[src/hdl/pcm_pkg.sv]
/*
  Constants for the channel-zero mode and split-oscillator control registers.
  Assumes byte-wide registers on the serial control port's internal access strobes.
*/
`default_nettype none
package pcm_pkg;
  // ------------------------------------------------------------
  // register offsets
  // ------------------------------------------------------------
  localparam logic [15:0] OSC_SPLIT_CFG_ADDR  = 16'h021E;
  localparam logic [15:0] PLL0_MODE_REF_ADDR  = 16'h021E;
  localparam logic [15:0] PLL0_CONTROL_ADDR   = 16'h021F;
  // ------------------------------------------------------------
  // reset values
  // ------------------------------------------------------------
  localparam logic [7:0]  OSC_SPLIT_CFG_RST   = 8'h00;
  localparam logic [7:0]  PLL0_MODE_REF_RST   = 8'h00;
  localparam logic [7:0]  PLL0_CONTROL_RST    = 8'h08;
  // ------------------------------------------------------------
  // field positions
  // ------------------------------------------------------------
  localparam int          REF_MSB             = 7;
  localparam int          REF_LSB             = 4;
  localparam int          SPLIT_EN_BIT        = 0;
  localparam int          MODE_MSB            = 2;
  localparam int          AUTO_CAP_BIT        = 4;
  localparam int          REALIGN_BIT         = 1;
  localparam int          CTRL_FIXED_BIT      = 3;
  // ------------------------------------------------------------
  // references and mode codes
  // ------------------------------------------------------------
  localparam int          REF_COUNT           = 10;
  localparam logic [2:0]  MODE_FREERUN        = 3'h0;
  localparam logic [2:0]  MODE_HOLDOVER       = 3'h1;
  localparam logic [2:0]  MODE_FORCED         = 3'h2;
  localparam logic [2:0]  MODE_AUTO           = 3'h3;
  localparam logic [2:0]  MODE_NCO            = 3'h4;
endpackage
`default_nettype wire

[src/hdl/pcm_regs.sv]
/*
  Mode, forced reference, offset capture and realign control for PLL channel zero,
  plus split-oscillator configuration. Assumes the serial control port decodes
  pages and hands over byte accesses on sys_clk; all neighbour inputs are on sys_clk.
*/
// What this block does
// - split-oscillator reference index nibble picks the oscillator source input.
// - nonexistent split-oscillator reference index falls back to reference input zero.
// - split-oscillator config bit 0 turns split-oscillator operation off or on.
// - a write changing the split-oscillator enable triggers a warm start.
// - after that warm start the revision register is cleared.
// - mode field selects freerun, holdover, forced lock, automatic or NCO.
// - mode codes 101 to 111 behave as automatic mode.
// - forced lock mode locks only to the mode register's reference nibble.
// - forced reference failing in forced lock mode moves channel to holdover.
// - nonexistent forced reference index selects reference input zero.
// - outside forced lock mode the forced reference index is ignored.
// - control bit 4 disables or enables automatic oscillator-offset capture.
// - with capture on, entering holdover or NCO mode from freerun, forced lock or automatic mode copies the frequency offset.
// - realign clear keeps output phase across switches, hitless.
// - realign set aligns outputs to the reset position from phase shift.
`timescale 1ns/1ps
`default_nettype none
module pcm_regs (
  input  wire logic        sys_clk,
  input  wire logic        rst,
  input  wire logic        regWrite,
  input  wire logic        regRead,
  input  wire logic [15:0] regAddr,
  input  wire logic [7:0]  regWrData,
  input  wire logic        splitCfgSel,
  input  wire logic        warmStartDone,
  input  wire logic [9:0]  refFailed,
  output logic      [7:0]  regRdData,
  output logic             splitOscillatorEnable,
  output logic      [3:0]  splitOscillatorRef,
  output logic             warmStart,
  output logic             revisionClear,
  output logic      [2:0]  pllChannelZeroMode,
  output logic      [3:0]  pllChannelZeroRef,
  output logic             pllChannelZeroRefForced,
  output logic             pllChannelZeroHoldover,
  output logic             freqOffsetCapture,
  output logic             outputRealign
);

  // ------------------------------------------------------------
  // state
  // ------------------------------------------------------------
  typedef struct packed {
    logic       splitEn;
    logic [3:0] splitRef;
    logic [2:0] modeRaw;
    logic [2:0] modeEff;
    logic [3:0] forceRef;
    logic       autoCap;
    logic       realign;
    logic [7:0] rdData;
    logic       warm;
    logic       revPending;
    logic       revClr;
    logic       capReq;
    logic       holdover;
    logic [3:0] splitSrc;
    logic [3:0] chanRef;
    logic       refForced;
  } pcm_state_s;

  pcm_state_s st;
  pcm_state_s next_st;

  // out-of-range index maps to reference input zero
  function automatic logic [3:0] pcmEffRef(input logic [3:0] idx);
    pcmEffRef = (idx < 4'(pcm_pkg::REF_COUNT)) ? idx : 4'h0;
  endfunction

  function automatic logic [2:0] pcmEffMode(input logic [2:0] code);
    pcmEffMode = (code > pcm_pkg::MODE_NCO) ? pcm_pkg::MODE_AUTO : code;
  endfunction

  function automatic logic pcmIsCapMode(input logic [2:0] m);
    pcmIsCapMode = (m == pcm_pkg::MODE_HOLDOVER) || (m == pcm_pkg::MODE_NCO);
  endfunction

  logic wrSplit;
  logic wrMode;
  logic wrCtrl;
  logic rdSplit;
  logic rdMode;
  logic rdCtrl;
  logic [2:0] newMode;
  logic [3:0] newRef;

  // both registers share one offset; the page logic says which one is meant
  assign wrSplit = regWrite && regAddr == pcm_pkg::OSC_SPLIT_CFG_ADDR && splitCfgSel;
  assign wrMode  = regWrite && regAddr == pcm_pkg::PLL0_MODE_REF_ADDR && !splitCfgSel;
  assign wrCtrl  = regWrite && regAddr == pcm_pkg::PLL0_CONTROL_ADDR;
  assign rdSplit = regAddr == pcm_pkg::OSC_SPLIT_CFG_ADDR && splitCfgSel;
  assign rdMode  = regAddr == pcm_pkg::PLL0_MODE_REF_ADDR && !splitCfgSel;
  assign rdCtrl  = regAddr == pcm_pkg::PLL0_CONTROL_ADDR;
  assign newMode = pcmEffMode(regWrData[pcm_pkg::MODE_MSB:0]);
  assign newRef  = pcmEffRef(regWrData[pcm_pkg::REF_MSB:pcm_pkg::REF_LSB]);

  // ------------------------------------------------------------
  // next state
  // ------------------------------------------------------------
  always_comb begin
    next_st = st;
    next_st.warm = 1'b0;
    next_st.revClr = 1'b0;
    next_st.capReq = 1'b0;
    if (wrSplit) begin
      next_st.splitEn  = regWrData[pcm_pkg::SPLIT_EN_BIT];
      next_st.splitRef = regWrData[pcm_pkg::REF_MSB:pcm_pkg::REF_LSB];
      next_st.splitSrc = newRef;
      // only a change of the enable restarts, rewriting the same value does not
      next_st.warm = regWrData[pcm_pkg::SPLIT_EN_BIT] != st.splitEn;
    end
    if (wrMode) begin
      next_st.modeRaw  = regWrData[pcm_pkg::MODE_MSB:0];
      next_st.modeEff  = newMode;
      next_st.forceRef = regWrData[pcm_pkg::REF_MSB:pcm_pkg::REF_LSB];
      // index is kept for readback but only steers the channel in forced lock mode
      next_st.refForced = newMode == pcm_pkg::MODE_FORCED;
      next_st.chanRef = (newMode == pcm_pkg::MODE_FORCED) ? newRef : 4'h0;
      // capture fires on entry only, not on a rewrite of the same mode
      next_st.capReq = st.autoCap && pcmIsCapMode(newMode)
                       && !pcmIsCapMode(st.modeEff);
    end
    if (wrCtrl) begin
      next_st.autoCap = regWrData[pcm_pkg::AUTO_CAP_BIT];
      next_st.realign = regWrData[pcm_pkg::REALIGN_BIT];
    end
    // revision clear waits for the warm start to finish; a new start wins
    if (st.revPending && warmStartDone) begin
      next_st.revPending = 1'b0;
      next_st.revClr = 1'b1;
    end
    if (st.warm) begin
      next_st.revPending = 1'b1;
    end
    next_st.holdover = (st.modeEff == pcm_pkg::MODE_HOLDOVER)
                       || (st.refForced && refFailed[st.chanRef]);
    next_st.rdData = 8'h00;
    if (regRead) begin
      // unused and reserved bits come back as zero, except control bit 3, which reads one
      if (rdSplit) begin
        next_st.rdData = {st.splitRef, 3'h0, st.splitEn};
      end else if (rdMode) begin
        next_st.rdData = {st.forceRef, 1'b0, st.modeRaw};
      end else if (rdCtrl) begin
        next_st.rdData = {3'h0, st.autoCap, 1'b1, 1'b0, st.realign, 1'b0};
      end
    end
  end

  always_ff @(posedge sys_clk or posedge rst) begin
    if (rst) begin
      st.splitEn    <= pcm_pkg::OSC_SPLIT_CFG_RST[pcm_pkg::SPLIT_EN_BIT];
      st.splitRef   <= pcm_pkg::OSC_SPLIT_CFG_RST[pcm_pkg::REF_MSB:pcm_pkg::REF_LSB];
      st.modeRaw    <= pcm_pkg::PLL0_MODE_REF_RST[pcm_pkg::MODE_MSB:0];
      st.modeEff    <= pcm_pkg::PLL0_MODE_REF_RST[pcm_pkg::MODE_MSB:0];
      st.forceRef   <= pcm_pkg::PLL0_MODE_REF_RST[pcm_pkg::REF_MSB:pcm_pkg::REF_LSB];
      st.autoCap    <= pcm_pkg::PLL0_CONTROL_RST[pcm_pkg::AUTO_CAP_BIT];
      st.realign    <= pcm_pkg::PLL0_CONTROL_RST[pcm_pkg::REALIGN_BIT];
      st.rdData     <= 8'h00;
      st.warm       <= 1'b0;
      st.revPending <= 1'b0;
      st.revClr     <= 1'b0;
      st.capReq     <= 1'b0;
      st.holdover   <= 1'b0;
      st.splitSrc   <= pcm_pkg::OSC_SPLIT_CFG_RST[pcm_pkg::REF_MSB:pcm_pkg::REF_LSB];
      // reset mode is freerun, so no forced index steers the channel
      st.chanRef    <= 4'h0;
      st.refForced  <= 1'b0;
    end else begin
      st <= next_st;
    end
  end

  // ------------------------------------------------------------
  // outputs
  // ------------------------------------------------------------
  assign regRdData               = st.rdData;
  assign splitOscillatorEnable   = st.splitEn;
  assign splitOscillatorRef      = st.splitSrc;
  assign warmStart               = st.warm;
  assign revisionClear           = st.revClr;
  assign pllChannelZeroMode      = st.modeEff;
  assign pllChannelZeroRefForced = st.refForced;
  assign pllChannelZeroRef       = st.chanRef;
  assign pllChannelZeroHoldover  = st.holdover;
  assign freqOffsetCapture       = st.capReq;
  assign outputRealign           = st.realign;
endmodule // pcm_regs
`default_nettype wire

[config.mk]
export PLATFORM = sky130hd
export DESIGN_NAME = pcm_regs
export DESIGN_NICKNAME = d
export VERILOG_FILES = /design/src/hdl/pcm_pkg.sv /design/src/hdl/pcm_regs.sv
export SDC_FILE = /design/constraint.sdc
export NUM_CORES = 1
export LEC_CHECK = 0
export BUFFER_PORTS_ARGS = -buffer_cell sky130_fd_sc_hd__buf_4
export CELL_PAD_IN_SITES_DETAIL_PLACEMENT = 0
export CELL_PAD_IN_SITES_GLOBAL_PLACEMENT = 1
export CORE_ASPECT_RATIO = 0.7
export CORE_MARGIN = 8
export CORE_UTILIZATION = 35
export DETAILED_ROUTE_END_ITERATION = 6
export GPL_TIMING_DRIVEN = 0
export PLACE_DENSITY_LB_ADDON = 0.1
export RECOVER_POWER = 25
export SYNTH_ARGS = -nofsm -noshare
export SYNTH_HDL_FRONTEND = slang
export SYNTH_SLANG_ARGS = --single-unit
export TNS_END_PERCENT = 20
[constraint.sdc]
create_clock -name sys_clk -period 1.9 [get_ports sys_clk]
set_input_delay 0.095 -clock sys_clk [delete_from_list [all_inputs] [get_ports sys_clk]]
set_output_delay 0.095 -clock sys_clk [all_outputs]
set_load 0.02 [all_outputs]
==> results of run 1 <==
==> area by class of cell <==
cell class,count,share of cell area [%]
timing repair buffer,65,16.3
clock buffer,6,2.87
tap,72,3.56
buffer,25,6.88
sequential,39,38.6
inverter,3,0.446
multi-input combinational,107,30.8
clock inverter,2,0.495
==> how the worst min path moves through the flow <==
stage | endpoint | startpoint | depth (start not counted)
after detailed placement | st[25] | rst | 2
after global placement | revisionClear | warmStartDone | 2
after global routing | revisionClear | warmStartDone | 2
after floorplan | freqOffsetCapture | regWrData[2] | 1
after CTS | revisionClear | warmStartDone | 2
final | revisionClear | warmStartDone | 2
==> sequential cells by signal, summed over array words and instances, names as in the netlist <==
name,cells
freqOffsetCapture,1
outputRealign,1
pllChannelZeroHoldover,1
pllChannelZeroMode,3
pllChannelZeroRef,4
pllChannelZeroRefForced,1
regRdData,8
revisionClear,1
splitOscillatorEnable,1
splitOscillatorRef,4
st,13
warmStart,1
==> synthesized netlist by cell type <==
| cell | number |
|---|---|
| nand2_1 | 4 |
| buf_4 | 19 |
| nor3b_4 | 1 |
| xnor2_1 | 2 |
| or3b_2 | 1 |
| nor2_1 | 12 |
| nand4b_1 | 1 |
| o21ai_0 | 24 |
| a2111oi_0 | 1 |
| o31ai_1 | 1 |
| mux2_2 | 15 |
| nand2b_1 | 2 |
| a2111oi_4 | 1 |
| mux2i_1 | 7 |
| a21o_1 | 1 |
| or4_4 | 2 |
| buf_2 | 1 |
| buf_6 | 1 |
| nor2b_1 | 3 |
| clkbuf_1 | 4 |
| dfrtp_1 | 39 |
| and2_1 | 2 |
| nor4b_1 | 2 |
| mux4_2 | 1 |
| nor3b_1 | 2 |
| nor4_1 | 2 |
| and3_1 | 1 |
| a21oi_1 | 5 |
| nor3_1 | 2 |
| inv_1 | 3 |
| nand3_1 | 6 |
| or2_1 | 1 |
| nand3b_1 | 5 |
==> where the power goes <==
part           internal, mW  switching (mW)
Combinational        0.0651          0.0591
Sequential            0.829       0.0000561
Clock                 0.257           0.289
Total                  1.15           0.348
==> cells by family (layout without fill, tap and decap cells) <==
| family | Yosys count | in the layout | synth area share, % |
|---|---|---|---|
| simple gates | 49 | 49 | 15.4 |
| xor+xnor | 2 | 2 | 0.906 |
| flops | 39 | 39 | 50.5 |
| compound gates | 33 | 33 | 10.2 |
| mux | 23 | 23 | 13.5 |
| buf+inv | 28 | 101 | 9.57 |
==> per-layer routing <==
layer | routed length [um] | global-route usage (%) | vias up
met2 | 2070 | 18.0 | 35
met5 | 0 | 0 | -
li1 | - | - | 739
met3 | 238 | 3.51 | 4
met4 | 53 | 3.83 | 0
met1 | 2310 | 15.8 | 710
==> metrics by stage <==
stage,hold slack [ns],cells
floorplan,0.188,174
global placement,0.318,308
detailed placement,0.324,308
CTS,0.0180,319
global route,0.0280,319
finish,0.0233,319
==> timing repair <==
item,in CTS,in global routing
setup buffers,2,0
hold buffers,1,0
pin swaps,1,0
resized for setup,0,1
endpoints found under the setup margin,8,1
endpoints found under the hold margin,8,0
==> critical path: cells and delay by family <==
| family | cells | cell delay (ns) |
|---|---|---|
| and+or+nand+nor | 3 | 1.28 |
| muxes | 1 | 0.33 |
| buffers and inverters | 2 | 0.28 |
==> impl_metrics.json, run 1 <==
{
  "cp-start-kind": "input port",
  "cpMostUsedCell": "buf_4",
  "placed_area_sq_mm": 0.00249,
  "dieArea_sq_mm": 0.00820,
  "wl_per_cell_um": 14.6,
  "r2r_cells": 4,
  "timing.final.crit_period_ns": 1.81,
  "path_class": "in2reg",
  "relSlewSlack_pct": 45.3,
  "cts_max_path_buffers": 2,
  "timing.rr.start": "pllChannelZeroRef[0]",
  "wl_um": 4670,
  "fin_crit_sh_pct": 95.4,
  "rsz0062_at_grt": "false",
  "synth_cells": 174,
  "clock-skew-final_ns": 0.00697,
  "stdcell_area_sq_mm": 0.00253,
  "cp-end-kind": "flip-flop",
  "synth.area.top_cells": "dfrtp_1 (50%), mux2_2 (8.7%), buf_4 (7.4%)",
  "worstSetupEndpoint": "pllChannelZeroRefForced",
  "drv_slew": 0,
  "hold_class": "in2reg",
  "grt_pass1_vias": 1575,
  "num_rows": 22,
  "setup_ws_ns": 0.0866,
  "vias_per_cell": 4.66,
  "clock.fmax_mhz": 551,
  "layout-drive-gt1-share_pct": 38.1,
  "avgSynthCellArea_sq_um": 11.1,
  "htreeDepth": 2,
  "path_clk_slew_ns": 0.08,
  "reg2reg_to": "pllChannelZeroHoldover",
  "syn-num-nets": 214,
  "tns_ns": 0,
  "regArea_sq_um": 976,
  "io_pins": 66,
  "hold_violations": 0,
  "ys.warnings.count": 0,
  "tightest_slew_ns": 0.819,
  "grt_max_degree": 40,
  "cts_tree": "yes",
  "drc": 0,
  "area_delta_synth_final_pct": 30.7,
  "synth_top_area_share_pct": 50.5,
  "cts_made_buffers": 5,
  "final_core_util_pct": 47.8,
  "dpl.hpwl_um": 3570,
  "mostFrequentLayoutCells": "buf_4 (59), dfrtp_1 (39), clkbuf_1 (26)",
  "cp-startpoint": "regAddr[8]",
  "max_cap_viol_count": 0,
  "r2r_setup_slack_ns": 0.41,
  "die_y_um": 78.2,
  "die_width_um": 105,
  "max_stage_delay_ns": 0.58,
  "power_mw": 1.50,
  "setup_viol": 0,
  "place.gp.congestion": 0.703,
  "grt-ovfl-total": 0,
  "ys_seq_elements": 39,
  "nets": 286,
  "ys_types": 33,
  "grt_util_all_layers_pct": 11.9,
  "antenna_found_initial": 0,
  "multi_input_area_sq_um": 779,
  "n_antenna_cell": 0,
  "core_area_sq_mm": 0.00529,
  "critPathArrivalTime_ns": 1.98,
  "yosys.area.top_type": "dfrtp_1",
  "grt_pass1_wl_um": 7980,
  "cts_sinks": 39,
  "pre_cts_ws_ns": -0.335,
  "ir_worst_vdd_mv": 0.340,
  "nFillCells": 541,
  "drt_iter0_drc": 30,
  "p_leak_nw": 1.20,
  "clk_latency_ns": 0.29,
  "port_buffers": 62,
  "start_util_pct": 36.6,
  "final_common_cell": "buf_4",
  "status": "finished clean",
  "crit_slowest_cell": "or4_4",
  "vias": 1488,
  "drtAntennaViolNets": 0,
  "synth_seq_area_share_pct": 50.5,
  "crit_fanout": 5,
  "dr.pass1.iters": 4,
  "required_ns": 2.07,
  "cts-root-buf": "clkbuf_8",
  "power.density_mw_per_mm2": 593,
  "syn_area_sq_mm": 0.00193,
  "cp_cell_sequence": "buf_4 -> or3b_2 -> or4_4 -> nor3b_4 -> buf_4 -> mux2_2"
}
Power figures use the tool's default switching activity.
==> inputs of run 2 (changes only) <==
--- a/config.mk
+++ b/config.mk
@@ -14,7 +14,7 @@
 export DETAILED_ROUTE_END_ITERATION = 6
 export GPL_TIMING_DRIVEN = 0
 export PLACE_DENSITY_LB_ADDON = 0.1
-export RECOVER_POWER = 25
+export RECOVER_POWER = 50
 export SYNTH_ARGS = -nofsm -noshare
 export SYNTH_HDL_FRONTEND = slang
 export SYNTH_SLANG_ARGS = --single-unit
==> constraint.sdc (replaced) <==
create_clock -name sys_clk -period 1.9 [get_ports sys_clk]
set_input_delay 0.095 -clock sys_clk [delete_from_list [all_inputs] [get_ports sys_clk]]
set_output_delay 0.095 -clock sys_clk [all_outputs]
set_load 0.1 [all_outputs]
==> run 2 against run 1 <==
  * Maximum frequency is essentially flat
  * Via count rose by 0.34%
  * Largest power group unchanged
  * Critical path type unchanged
  * Highest routed layer unchanged
  * Total power is essentially flat
  * Die area did not move
  * Critical endpoint unchanged
  * Sequential cell count did not move
  * Clock power hardly changed
==> impl_metrics.json, run 2 (synthesized netlist as in run 1, its figures left out) <==
{
  "vias_per_cell": 4.68,
  "max_cap_viol_count": 0,
  "die_width_um": 105,
  "setup_viol": 0,
  "n_antenna_cell": 0,
  "htreeDepth": 2,
  "place.gp.congestion": 0.703,
  "met3_usage_pct": 3.51,
  "met1_usage_pct": 15.8,
  "dpl.hpwl_um": 3570,
  "wl_um": 4670,
  "switching_share_pct": 23.2,
  "wl_per_cell_um": 14.6,
  "tightest_slew_ns": 1.18,
  "rsz0062_at_grt": "false",
  "io_pins": 66,
  "dieArea_sq_mm": 0.00820,
  "busiest_layer": "met2",
  "cp_cell_sequence": "buf_4 -> or3b_2 -> or4_4 -> nor3b_4 -> buf_4 -> mux2_2",
  "mostFrequentLayoutCells": "buf_4 (60), dfrtp_1 (39), o21ai_0 (24)",
  "power.density_mw_per_mm2": 588,
  "power_mw": 1.50,
  "num_rows": 22,
  "hold_class": "in2reg",
  "cts-root-buf": "clkbuf_8",
  "cp-end-kind": "flip-flop",
  "cts_sinks": 39,
  "area_delta_synth_final_pct": 31.8,
  "p_switching_mw": 0.348,
  "holdWs_ns": 0.0242,
  "clkPwrFrac_pct": 36.4,
  "cts_max_path_buffers": 2,
  "drtAntennaViolNets": 0,
  "antenna_found_initial": 0,
  "timing.final.crit_period_ns": 1.81,
  "critPathTopFamily": "simple AND/OR/NAND/NOR gates",
  "largest-register": "st",
  "critPathBufInv": 2,
  "ir_worst_vdd_mv": 0.340,
  "relSlewSlack_pct": 21.5,
  "layout-drive-gt1-share_pct": 45.7,
  "p_int_mw": 1.15,
  "grt_pass1_wl_um": 7980,
  "cpMostUsedCell": "buf_4",
  "required_ns": 2.07,
  "tns_ns": 0,
  "grt-ovfl-total": 0,
  "grt_util_all_layers_pct": 11.9,
  "crit_fanout": 5,
  "grt_max_degree": 40,
  "p_leak_nw": 1.26,
  "pwr-share-comb_pct": 8.3,
  "vias": 1493,
  "path_class": "in2reg",
  "fin_crit_sh_pct": 95.5,
  "final_common_cell": "buf_4",
  "port_buffers": 62,
  "largest_reg_flops": 13,
  "core_area_sq_mm": 0.00529,
  "drt_iter0_drc": 30,
  "path_clk_slew_ns": 0.08,
  "cts_made_buffers": 5,
  "drv_slew": 0,
  "crit_slowest_cell": "or4_4",
  "seqPwrFrac_pct": 55.3,
  "status": "finished clean",
  "nFillCells": 532,
  "nets": 286,
  "drc": 0,
  "clk_latency_ns": 0.28,
  "max_stage_delay_ns": 0.58,
  "met2_usage_pct": 18.0,
  "cp-start-kind": "input port",
  "die_y_um": 78.2,
  "critPathArrivalTime_ns": 1.98,
  "start_util_pct": 36.6,
  "dr.pass1.iters": 4,
  "clock.fmax_mhz": 551,
  "grt_pass1_vias": 1575,
  "hold_violations": 0,
  "cts_tree": "yes",
  "clock-skew-final_ns": 0.00633
}
==> run 2: cell types whose count changed in the layout (fill, tap and decap cells not counted), sizes merged <==
cell	previous run	this run
buf	61	62
clkbuf	34	33
==> run 2: cell type report <==
type / count / area, sq um / area share (%)
inverters: 3 / 11.3 / 0.442
clock buffers: 6 / 72.6 / 2.85
flip-flops and latches: 39 / 976 / 38.3
well taps: 72 / 90.1 / 3.53
repair buffers: 65 / 433 / 17.0
clock inverters: 2 / 12.5 / 0.491
multi-input cells: 107 / 779 / 30.6
plain buffers: 25 / 174 / 6.82
==> run 2: per-layer routing <==
| metal | vias to the layer above | routed length, um |
|---|---|---|
| met2 | 34 | 2070 |
| met4 | 0 | 53 |
| met3 | 4 | 212 |
| met1 | 716 | 2340 |
| li1 | 739 | - |
| met5 | - | 0 |
==> run 2: stage by stage <==
step | setup WS (ns) | utilization [%] | area (sq um) | instances
finish | 0.0864 | 48.2 | 2550 | 319
global route | 0.0313 | 48.2 | 2550 | 319
CTS | 0.0640 | 49.2 | 2600 | 319
detailed placement | -0.335 | 47.1 | 2490 | 308
global placement | -0.337 | 47.1 | 2490 | 308
floorplan | -0.0620 | - | 1930 | 174
==> run 2: power by group through the flow <==
stage	sequential (mW)	clock [mW]	combinational, mW
floorplan	0.846	0	0.0445
global placement	0.846	0	0.122
detailed placement	0.846	0	0.124
CTS	0.829	0.563	0.126
global route	0.829	0.601	0.137
finish	0.829	0.546	0.124
==> run 2: worst paths after layout <==
path / depth (start not counted) / endpoint / startpoint / slack (ns)
min in group asynchronous: 3 / regRdData[0] / rst / 0.52
max in group asynchronous: 3 / pllChannelZeroHoldover / rst / 0.85
worst min-delay path: 2 / revisionClear / warmStartDone / 0.02
worst max-delay path: 6 / pllChannelZeroRefForced / regAddr[8] / 0.09
worst max register to register: 4 / pllChannelZeroHoldover / pllChannelZeroRef[0] / 0.40
worst min register to register: 1 / st[12] / warmStart / 0.47
==> run 2: timing repair <==
action	CTS	global route
hold buffers	1	0
setup buffers	2	0
pin swaps	1	0
endpoints found under the hold margin	8	0
endpoints found under the setup margin	8	1
resized for setup	0	1
==> inputs of run 3 (changes only) <==
--- a/config.mk
+++ b/config.mk
@@ -11,10 +11,12 @@
 export CORE_ASPECT_RATIO = 0.7
 export CORE_MARGIN = 8
 export CORE_UTILIZATION = 35
+export CTS_CLUSTER_DIAMETER = 100
 export DETAILED_ROUTE_END_ITERATION = 6
 export GPL_TIMING_DRIVEN = 0
 export PLACE_DENSITY_LB_ADDON = 0.1
 export RECOVER_POWER = 50
+export SETUP_SLACK_MARGIN = 0.3
 export SYNTH_ARGS = -nofsm -noshare
 export SYNTH_HDL_FRONTEND = slang
 export SYNTH_SLANG_ARGS = --single-unit
==> run 3 against run 2 <==
  * Non-clock buffer count rose by 2
  * Critical path depth did not move
  * Routed wire length rose by 1.4%
  * Clock power rose by 27%
  * Cell count rose by 0.63%
  * Highest routed layer unchanged
==> impl_metrics.json, run 3 (synthesized netlist as in run 1, its figures left out) <==
{
  "status": "finished clean",
  "nets": 288,
  "drt_iter0_drc": 36,
  "cp-start-kind": "input port",
  "grt_pass1_wl_um": 8270,
  "clock-skew-final_ns": 0.00400,
  "die_width_um": 105,
  "cts_tree": "yes",
  "cp-end-kind": "flip-flop",
  "cts_made_buffers": 5,
  "wl_per_cell_um": 14.8,
  "multi_input_area_sq_um": 805,
  "max_cap_viol_count": 0,
  "io_pins": 66,
  "path_clk_slew_ns": 0.08,
  "busiest_layer": "met2",
  "vias_per_cell": 4.79,
  "n_antenna_cell": 0,
  "grt-ovfl-total": 0,
  "rsz0062_at_grt": "true",
  "layout-drive-gt1-share_pct": 47.4,
  "critPathArrivalTime_ns": 1.89,
  "die_y_um": 78.2,
  "relSlewSlack_pct": 21.7,
  "met2_usage_pct": 20.1,
  "hold_class": "in2reg",
  "power.density_mw_per_mm2": 625,
  "drc": 0,
  "cts_sinks": 39,
  "drtAntennaViolNets": 0,
  "final_common_cell": "buf_4",
  "num_rows": 22,
  "drv_slew": 0,
  "antenna_found_initial": 0,
  "grt_max_degree": 40,
  "cts-root-buf": "clkbuf_8",
  "tightest_slew_ns": 1.18,
  "mostFrequentLayoutCells": "buf_4 (59), dfrtp_1 (39), o21ai_0 (21)",
  "fin_crit_sh_pct": 90.3,
  "dr.pass1.iters": 4,
  "dieArea_sq_mm": 0.00820,
  "place.gp.congestion": 0.716,
  "clock.fmax_mhz": 583,
  "required_ns": 2.08,
  "setup_viol": 0,
  "pre_cts_ws_ns": -0.303,
  "core_area_sq_mm": 0.00529,
  "clk_latency_ns": 0.29,
  "ir_worst_vdd_mv": 0.318,
  "p_leak_nw": 1.30,
  "crit_fanout": 4,
  "holdCritStartpoint": "warmStartDone",
  "timing.rr.start": "pllChannelZeroRef[0]",
  "grt_pass1_vias": 1691,
  "timing.final.crit_period_ns": 1.71,
  "met1_usage_pct": 15.5,
  "cp-startpoint": "regAddr[10]",
  "power_mw": 1.65,
  "port_buffers": 62,
  "setup_ws_ns": 0.185,
  "vias": 1537,
  "grt_util_all_layers_pct": 12.2,
  "wl_um": 4740,
  "area_delta_synth_final_pct": 36.3,
  "largest_reg_flops": 13,
  "regArea_sq_um": 976,
  "met3_usage_pct": 3.10,
  "start_util_pct": 36.6,
  "dpl.hpwl_um": 3660,
  "hold_violations": 0,
  "path_class": "in2reg",
  "htreeDepth": 2,
  "cts_max_path_buffers": 2,
  "largest-register": "st",
  "nFillCells": 544
}
## run 3: cell count changes in the layout (fill, tap and decap cells not counted), moves of 2 or more
cell / delta
buf_6: +4
mux2_2: -3
mux2_4: +3
o21ai_0: -3
o21ai_1: +3
clkbuf_2: -2
## run 3: metal layers
metal  up-vias  routed length, um
li1        744                  -
met1       762               2310
met2        26               2200
met3         5                175
met4         0                 51
met5         -                  0
## run 3: what timing repair did
item | 4_1_cts | 5_1_grt
endpoints found under the hold margin | 23 | 0
buffers inserted | 4 | 0
endpoints found under the setup margin | 24 | 26
hold buffers | 1 | 0
gates resized for setup | 7 | 9
pin swaps | 1 | 1
## run 3: path summary, 6_finish.rpt
kind                                      endpoint  slack [ns]  depth (start not counted)
setup / recovery           pllChannelZeroRefForced        0.19                          6
hold / removal                       revisionClear        0.02                          2
setup reg to reg            pllChannelZeroHoldover        0.40                          4
hold reg to reg                             st[12]        0.47                          1
max in group asynchronous    pllChannelZeroMode[1]        0.86                          3
min in group asynchronous             regRdData[0]        0.52                          3
## run 3: metrics by stage
step | utilization, % | cells | cell area, sq um | TNS (ns) | hold WS (ns)
2_1_floorplan | - | 174 | 1940 | -0.207 | 0.188
3_3_place_gp | 47.2 | 308 | 2500 | -3.74 | 0.319
3_5_place_dp | 47.2 | 308 | 2500 | -3.65 | 0.316
4_1_cts | 50.7 | 321 | 2680 | 0 | 0.0171
5_1_grt | 49.9 | 321 | 2640 | 0 | 0.0214
6_report | 49.9 | 321 | 2640 | 0 | 0.0233
## run 3: final cells by class
cell class	count	share of cell area, %
Sequential cell	39	37.0
Multi-Input combinational cell	107	30.5
Timing Repair Buffer	67	17.6
Buffer	25	6.74
Tap cell	72	3.42
Clock buffer	5	2.61
Clock inverter	3	1.66
Inverter	3	0.427
## run 3: worst max-delay path, stage by stage
cell and delay [ns]:
buf_6 0.09, or4_4 0.54, or4_4 0.46, nor3b_4 0.23, buf_6 0.15, mux2_2 0.33
## run 3: power breakdown
part	leakage [nW]	switching, mW	internal (mW)
clock network	0.0581	0.300	0.391
registers	0.545	0.0000597	0.829
logic	0.692	0.0603	0.0671
